## src/core/scrsw_pkg.sv

```systemverilog
package scrsw_pkg;
    // ****************************************
    // Widths and counts
    // ****************************************
    localparam int SCRSW_NUM_W = 16;
    localparam int SCRSW_TRIG_N = 8;
    localparam int SCRSW_POLL_DIV = 16;
    localparam logic [3:0] SCRSW_POLL_LAST = 4'(SCRSW_POLL_DIV - 1);
    localparam logic [3:0] SCRSW_NOTIFY_HOLD = 4'hF;

    // ****************************************
    // Screen numbers (BCD)
    // ****************************************
    localparam logic [15:0] SCRSW_SCR_NONE = 16'h0000;
    localparam logic [15:0] SCRSW_SCR_HIST_OCC = 16'h1997;
    localparam logic [15:0] SCRSW_SCR_HIST_FREQ = 16'h1998;
    localparam logic [15:0] SCRSW_SCR_HOST_CONN = 16'h1999;
    localparam logic [15:0] SCRSW_TRIG_SCR_BASE = 16'h1000;

    // ****************************************
    // Display kinds
    // ****************************************
    typedef enum logic [2:0] {
        SCRSW_SHOW_BLANK,
        SCRSW_SHOW_NORMAL,
        SCRSW_SHOW_GROUP,
        SCRSW_SHOW_HIST_OCC,
        SCRSW_SHOW_HIST_FREQ,
        SCRSW_SHOW_HOST_CONN,
        SCRSW_SHOW_INVALID
    } scrsw_show_e;

    // ****************************************
    // Host APB register offsets
    // ****************************************
    localparam logic [7:0] SCRSW_REG_SELECT = 8'h00;
    localparam logic [7:0] SCRSW_REG_TRIG = 8'h04;
    localparam logic [7:0] SCRSW_REG_CURRENT = 8'h08;
    localparam logic [7:0] SCRSW_REG_STATUS = 8'h0C;
    localparam logic [7:0] SCRSW_REG_MASK = 8'h10;
    localparam logic [31:0] SCRSW_DATA_ZERO = 32'h0000_0000;
    localparam int SCRSW_ST_SWITCH = 0;
    localparam int SCRSW_ST_W = 1;
endpackage

```

## src/core/scrsw_if.sv

```systemverilog
`timescale 1ns/1ps
`default_nettype none
// Shared host words between controller and terminal
interface scrsw_if;
    import scrsw_pkg::*;
    logic [15:0] select_word;
    logic [SCRSW_TRIG_N-1:0] trig_bits;
    logic [15:0] current_word;
    logic switch_strobe;
    logic notify_ack;
    modport terminal (
        input select_word,
        input trig_bits,
        input notify_ack,
        output current_word,
        output switch_strobe
    );
    modport host (
        output select_word,
        output trig_bits,
        output notify_ack,
        input current_word,
        input switch_strobe
    );
endinterface
`default_nettype wire

```

## src/core/scrsw_terminal.sv

```systemverilog
// The APB register port and the placing of the registers are this design's own decisions.
`timescale 1ns/1ps
`default_nettype none
module scrsw_terminal
    import scrsw_pkg::*;
(
    input wire logic clk,
    input wire logic rst,
    scrsw_if.terminal link,
    input wire logic [SCRSW_TRIG_N*SCRSW_NUM_W-1:0] trig_screen,
    input wire logic [SCRSW_NUM_W-1:0] group_parent,
    input wire logic [SCRSW_NUM_W-1:0] group_last,
    output logic [SCRSW_NUM_W-1:0] shown_screen,
    output scrsw_show_e shown_kind,
    output logic switch_pulse
);
    // ****************************************
    // Polling divider
    // ****************************************
    logic [3:0] poll_cnt_r;
    logic poll_en;
    // Polling spaced out, like the terminal's scan loop
    always_ff @(posedge clk or posedge rst) begin
        if (rst) begin
            poll_cnt_r <= '0;
        end else if (poll_cnt_r == SCRSW_POLL_LAST) begin
            poll_cnt_r <= '0;
        end else begin
            poll_cnt_r <= poll_cnt_r + 4'h1;
        end
    end
    assign poll_en = (poll_cnt_r == SCRSW_POLL_LAST);

    // ****************************************
    // Change and edge detection
    // ****************************************
    logic [SCRSW_NUM_W-1:0] sel_prev_r;
    logic [SCRSW_TRIG_N-1:0] trig_prev_r;
    logic started_r;
    logic sel_change;
    logic [SCRSW_TRIG_N-1:0] trig_rise;
    // Previous samples, kept per poll
    always_ff @(posedge clk or posedge rst) begin
        if (rst) begin
            sel_prev_r <= SCRSW_SCR_NONE;
            trig_prev_r <= '0;
            started_r <= 1'b0;
        end else if (poll_en) begin
            sel_prev_r <= link.select_word;
            trig_prev_r <= link.trig_bits;
            started_r <= 1'b1;
        end
    end
    // First poll takes the select word as start-up screen
    // A select word that already names the shown screen is no request: the host's
    // copy after a trigger switch must not switch the same screen a second time
    assign sel_change = poll_en && (!started_r || (link.select_word != sel_prev_r
        && link.select_word != shown_screen));
    assign trig_rise = link.trig_bits & ~trig_prev_r;

    // ****************************************
    // Screen choice
    // ****************************************
    logic [SCRSW_NUM_W-1:0] new_scr;
    logic new_valid;
    // Lowest trigger index wins; select word wins over triggers
    always_comb begin
        new_scr = SCRSW_SCR_NONE;
        new_valid = 1'b0;
        if (poll_en && started_r) begin
            for (int i = SCRSW_TRIG_N - 1; i >= 0; i--) begin
                if (trig_rise[i]) begin
                    new_scr = trig_screen[i*SCRSW_NUM_W +: SCRSW_NUM_W];
                    new_valid = 1'b1;
                end
            end
        end
        if (sel_change) begin
            new_scr = link.select_word;
            new_valid = 1'b1;
        end
    end

    // Classify a BCD screen number
    function automatic scrsw_show_e classify(input logic [15:0] n);
        logic bad;
        bad = 1'b0;
        for (int d = 0; d < 4; d++) begin
            if (n[d*4 +: 4] > 4'h9) begin
                bad = 1'b1;
            end
        end
        if (bad) begin
            classify = SCRSW_SHOW_INVALID;
        end else if (n == SCRSW_SCR_NONE) begin
            classify = SCRSW_SHOW_BLANK;
        end else if (n == SCRSW_SCR_HIST_OCC) begin
            classify = SCRSW_SHOW_HIST_OCC;
        end else if (n == SCRSW_SCR_HIST_FREQ) begin
            classify = SCRSW_SHOW_HIST_FREQ;
        end else if (n == SCRSW_SCR_HOST_CONN) begin
            classify = SCRSW_SHOW_HOST_CONN;
        end else if (n == group_parent) begin
            classify = SCRSW_SHOW_GROUP;
        end else if (n > group_parent && n <= group_last) begin
            classify = SCRSW_SHOW_NORMAL;
        end else begin
            classify = SCRSW_SHOW_NORMAL;
        end
    endfunction

    // ****************************************
    // Display state
    // ****************************************
    always_ff @(posedge clk or posedge rst) begin
        if (rst) begin
            shown_screen <= SCRSW_SCR_NONE;
            shown_kind <= SCRSW_SHOW_BLANK;
            switch_pulse <= 1'b0;
        end else begin
            switch_pulse <= new_valid;
            if (new_valid) begin
                shown_screen <= new_scr;
                shown_kind <= classify(new_scr);
            end
        end
    end

    // ****************************************
    // Report words
    // ****************************************
    logic [3:0] hold_r;
    logic [SCRSW_NUM_W-1:0] cur_r;
    logic strobe_r;
    // Strobe held until host acks or hold expires; set wins over clear
    always_ff @(posedge clk or posedge rst) begin
        if (rst) begin
            cur_r <= SCRSW_SCR_NONE;
            strobe_r <= 1'b0;
            hold_r <= '0;
        end else if (new_valid) begin
            cur_r <= new_scr;
            strobe_r <= 1'b1;
            hold_r <= SCRSW_NOTIFY_HOLD;
        end else if (strobe_r && (link.notify_ack || hold_r == 4'h0)) begin
            strobe_r <= 1'b0;
        end else if (strobe_r) begin
            hold_r <= hold_r - 4'h1;
        end
    end
    // Group reports its parent number; a child reports its own
    assign link.current_word = cur_r;
    assign link.switch_strobe = strobe_r;
endmodule
`default_nettype wire

```

## src/flat_wrapper.sv

```systemverilog
// flat-port wrapper written by rule: the top's interface ports become plain ports
module scrsw_terminal_flat import scrsw_pkg::*;
  (clk, rst, trig_screen, group_parent, group_last, shown_screen, shown_kind, switch_pulse, link_select_word, link_trig_bits, link_notify_ack, link_current_word, link_switch_strobe);
  scrsw_if link_i ();
  input wire logic clk;
  input wire logic rst;
  input wire logic [SCRSW_TRIG_N*SCRSW_NUM_W-1:0] trig_screen;
  input wire logic [SCRSW_NUM_W-1:0] group_parent;
  input wire logic [SCRSW_NUM_W-1:0] group_last;
  output logic [SCRSW_NUM_W-1:0] shown_screen;
  output scrsw_show_e shown_kind;
  output logic switch_pulse;
  input wire logic [$bits(link_i.select_word)-1:0] link_select_word;
  input wire logic [$bits(link_i.trig_bits)-1:0] link_trig_bits;
  input wire logic [$bits(link_i.notify_ack)-1:0] link_notify_ack;
  output wire logic [$bits(link_i.current_word)-1:0] link_current_word;
  output wire logic [$bits(link_i.switch_strobe)-1:0] link_switch_strobe;
  assign link_i.select_word = link_select_word;
  assign link_i.trig_bits = link_trig_bits;
  assign link_i.notify_ack = link_notify_ack;
  assign link_current_word = link_i.current_word;
  assign link_switch_strobe = link_i.switch_strobe;
  scrsw_terminal u_core (.clk(clk), .rst(rst), .link(link_i), .trig_screen(trig_screen), .group_parent(group_parent), .group_last(group_last), .shown_screen(shown_screen), .shown_kind(shown_kind), .switch_pulse(switch_pulse));
endmodule
```

## config.mk

```make
export PLATFORM = sky130hd
export DESIGN_NAME = scrsw_terminal_flat
export DESIGN_NICKNAME = d
export VERILOG_FILES = /design/src/core/scrsw_pkg.sv /design/src/core/scrsw_if.sv /design/src/core/scrsw_terminal.sv /design/src/flat_wrapper.sv
export SDC_FILE = /design/constraint.sdc
export NUM_CORES = 1
export LEC_CHECK = 0
export BUFFER_PORTS_ARGS = -buffer_cell sky130_fd_sc_hd__buf_2
export CORE_MARGIN = 5
export CORE_UTILIZATION = 35
export DETAILED_ROUTE_END_ITERATION = 6
export SYNTH_ARGS = -nofsm -noshare
export SYNTH_HDL_FRONTEND = slang
export SYNTH_SLANG_ARGS = --single-unit
```

## constraint.sdc

```tcl
create_clock -name clk -period 8.5 [get_ports clk]
set_clock_uncertainty 0.15 [all_clocks]
set_input_delay 1.7 -clock clk [delete_from_list [all_inputs] [get_ports clk]]
set_output_delay 1.7 -clock clk [all_outputs]
set_load 0.005 [all_outputs]
```

==> results.json <==
{
  "cp_data_arrival_time_ns": 5.33,
  "clk_path_buf_depth": 2,
  "synth-xor-area-share": 0.0731,
  "start_kind": "primary input",
  "tns_ns": 0,
  "dieHeight_um": 127,
  "postRouteAntennaNets": 0,
  "wl_met1_mm": 8.75,
  "portBuffers": 207,
  "cts_buffers": 5,
  "worstSetupPathType": "in2reg",
  "wl_met3_mm": 1.50,
  "syn_inst": 616,
  "stdcell_area_mm2": 0.00591,
  "top_layer": "met4",
  "place.gp.congestion": 0.966,
  "clock-root-buffer": "clkbuf_16",
  "wl_met2_mm": 10.1,
  "postCtsSetupRepairBufs": 0,
  "r2r-end": "u_core.shown_kind[1]",
  "yosys.cell_types.count": 69,
  "reg2reg_from": "u_core.shown_screen[11]",
  "rsz0062_at_grt": "false",
  "clk_latency_ns": 0.30,
  "ctsHoldBuffers": 0,
  "cts.sinks": 54,
  "synth_edf_count": 0,
  "synthMuxAreaShare": 0.0235,
  "max_freq_mhz": 189,
  "cts_resized": 0,
  "tightest_slew_ns": 1.18,
  "required_ns": 8.54,
  "period_share": 0.622,
  "min_from": "u_core.trig_prev_r[7]",
  "hold_viol": 0,
  "core_area_mm2": 0.0133,
  "synth_ff_type": "dfrtp_1",
  "fin_nets": 968,
  "h-tree-depth": 2,
  "syn-cell-area_mm2": 0.00479,
  "finalCriticalPeriod_ns": 5.29,
  "synth-compound-area-share": 0.248,
  "finalPower_mw": 0.726,
  "setup_violations": 0,
  "syn_nets": 805,
  "placed_cell_area_mm2": 0.00574,
  "p_per_area_mw_per_mm2": 123,
  "initial_core_util": 0.359,
  "grt_pass1_vias": 5334,
  "vdd_drop_max_mv": 0.0660,
  "dr.pass1.iters": 6,
  "p_leak_nw": 2.73,
  "cap_violations": 0,
  "hold_end": "u_core.trig_prev_r[7]",
  "hold_path_class": "reg2reg",
  "grt_max_degree": 55,
  "die_area_mm2": 0.0161,
  "maxSlewHeadroom": 0.213,
  "yosys.area_share.simple": 0.274,
  "cts_tree": "yes",
  "synth_area_per_cell_um2": 7.78,
  "post-dp-hpwl_mm": 16.4,
  "pin_count": 224,
  "vias": 5539,
  "post-place-ws_ns": 2.97,
  "worstPathMaxFanout": 25,
  "maxSlewViolCount": 0,
  "grt_first_pass_wirelength_mm": 30.9,
  "rows": 42,
  "status": "finished, final reports clean",
  "regToRegSetupSlack_ns": 4.35,
  "clkTransAtPathRegs_ns": 0.07,
  "r2r_cells": 10,
  "synth_top_family_by_area": "simple AND/OR/NAND/NOR gates",
  "synthAdderAreaFrac": 0.00522,
  "grt-ovfl-total": 0,
  "ys_ff_latch": 54,
  "wl_per_cell_um": 21.7,
  "yosysWarnings": 0,
  "worstHoldPathCells": 2,
  "drc": 0,
  "synth_seq_area_share": 0.282,
  "area_growth_pct": 23.2,
  "wirelength_mm": 20.8,
  "antenna_found_initial": 1,
  "cp-end-kind": "flop",
  "die_width_um": 127,
  "vias_per_cell": 5.79,
  "grt_usage": 0.246,
  "fin_ws_ns": 3.21,
  "drive_gt1_frac": 0.314,
  "drt_iter0_markers": 575,
  "async_reset_ff_frac": 1.00
}
## layer usage
layer / up-vias / track usage
met3: 36 / 0.0363
met2: 263 / 0.407
met4: 0 / 0.0618
li1: 2544 / -
met5: - / 0
met1: 2696 / 0.338
## layout by cell type (no fill, tap or decap), drive strengths merged, types with 6 or more instances in the layout
master,n
a211oi,11
a21o,10
a21oi,33
a311oi,6
a31oi,16
and3b,11
buf,215
clkbuf,6
dfrtp,54
inv,18
mux2i,9
nand2,110
nand2b,11
nand3,32
nand4,15
nor2,39
nor2b,9
nor3,10
nor4,8
o211ai,12
o21ai,37
o22ai,11
xnor2,37
## Yosys cell counts (10+ instances only)
master    number  area, um2
a21o_1        10       75.1
a21oi_1       33        165
a31oi_1       16        100
and3b_1       11       96.3
buf_2         18       90.1
buf_4         17        128
buf_6         10        113
clkbuf_1      13       48.8
dfrtp_1       54       1350
inv_1         18       67.6
nand2_1      110        413
nand3_1       31        155
nand4_1       15       93.8
nor2_1        38        143
nor3_1        10       50.1
o211ai_1      12       90.1
o21ai_0       35        175
o22ai_1       11       68.8
xnor2_1       37        324
## registers in the layout, summed over array words and instances, names as in the netlist
signal,count
u_core.trig_prev_r,8
u_core.switch_pulse,1
u_core.shown_screen,16
u_core.started_r,1
u_core.poll_cnt_r,4
u_core.hold_r,4
u_core.sel_prev_r,16
u_core.shown_kind,3
u_core.link.switch_strobe,1
## final cells by class
| class | instances | area, um2 |
|---|---|---|
| tap | 176 | 220 |
| fill | 1395 | 7440 |
| sequential | 54 | 1350 |
| antenna | 1 | 2.50 |
| clock inverter | 2 | 37.5 |
| multi-input combinational | 485 | 3000 |
| clock buffer | 6 | 129 |
| timing repair buffer | 215 | 1100 |
| inverter | 18 | 67.6 |
## kinds of logic after synthesis
family                     Yosys count
adders and majority gates            2
muxes                               11
AOI/OAI and AO/OA                  174
buffers and inverters               77
and+or+nand+nor                    258
xor gates and xnor gates            40
DFF                                 54
## where the power goes
group          internal [mW]  switching (mW)
clock                  0.139          0.0982
sequential             0.268          0.0107
combinational         0.0878           0.121
## worst max path at each step
stage                               from                    to  cells past startpoint
floorplan            link_select_word[8]  u_core.shown_kind[1]                     12
global placement    link_select_word[10]  u_core.shown_kind[1]                     11
detailed placement  link_select_word[10]  u_core.shown_kind[1]                     11
CTS                 link_select_word[10]  u_core.shown_kind[1]                     11
global route        link_select_word[10]  u_core.shown_kind[1]                     11
finish              link_select_word[10]  u_core.shown_kind[1]                     11
## stage by stage
step | cells | utilization | hold WS [ns]
after detailed placement | 948 | 0.430 | 0.334
after global routing | 957 | 0.442 | 0.375
after global placement | 948 | 0.430 | 0.316
after floorplan | 616 | - | 0.296
final | 957 | 0.442 | 0.341
after CTS | 956 | 0.442 | 0.348
## worst max-delay path, stage by stage
cell	delay, ns
buf_2	0.17
xnor2_1	0.19
nand4_1	0.13
nor4_2	0.50
o21a_1	0.86
mux2i_1	0.48
nor3b_2	0.31
nand4_1	0.14
nor4b_2	0.37
nor3_1	0.14
o311a_1	0.34
No activity file was read; power rests on OpenSTA's default activity.
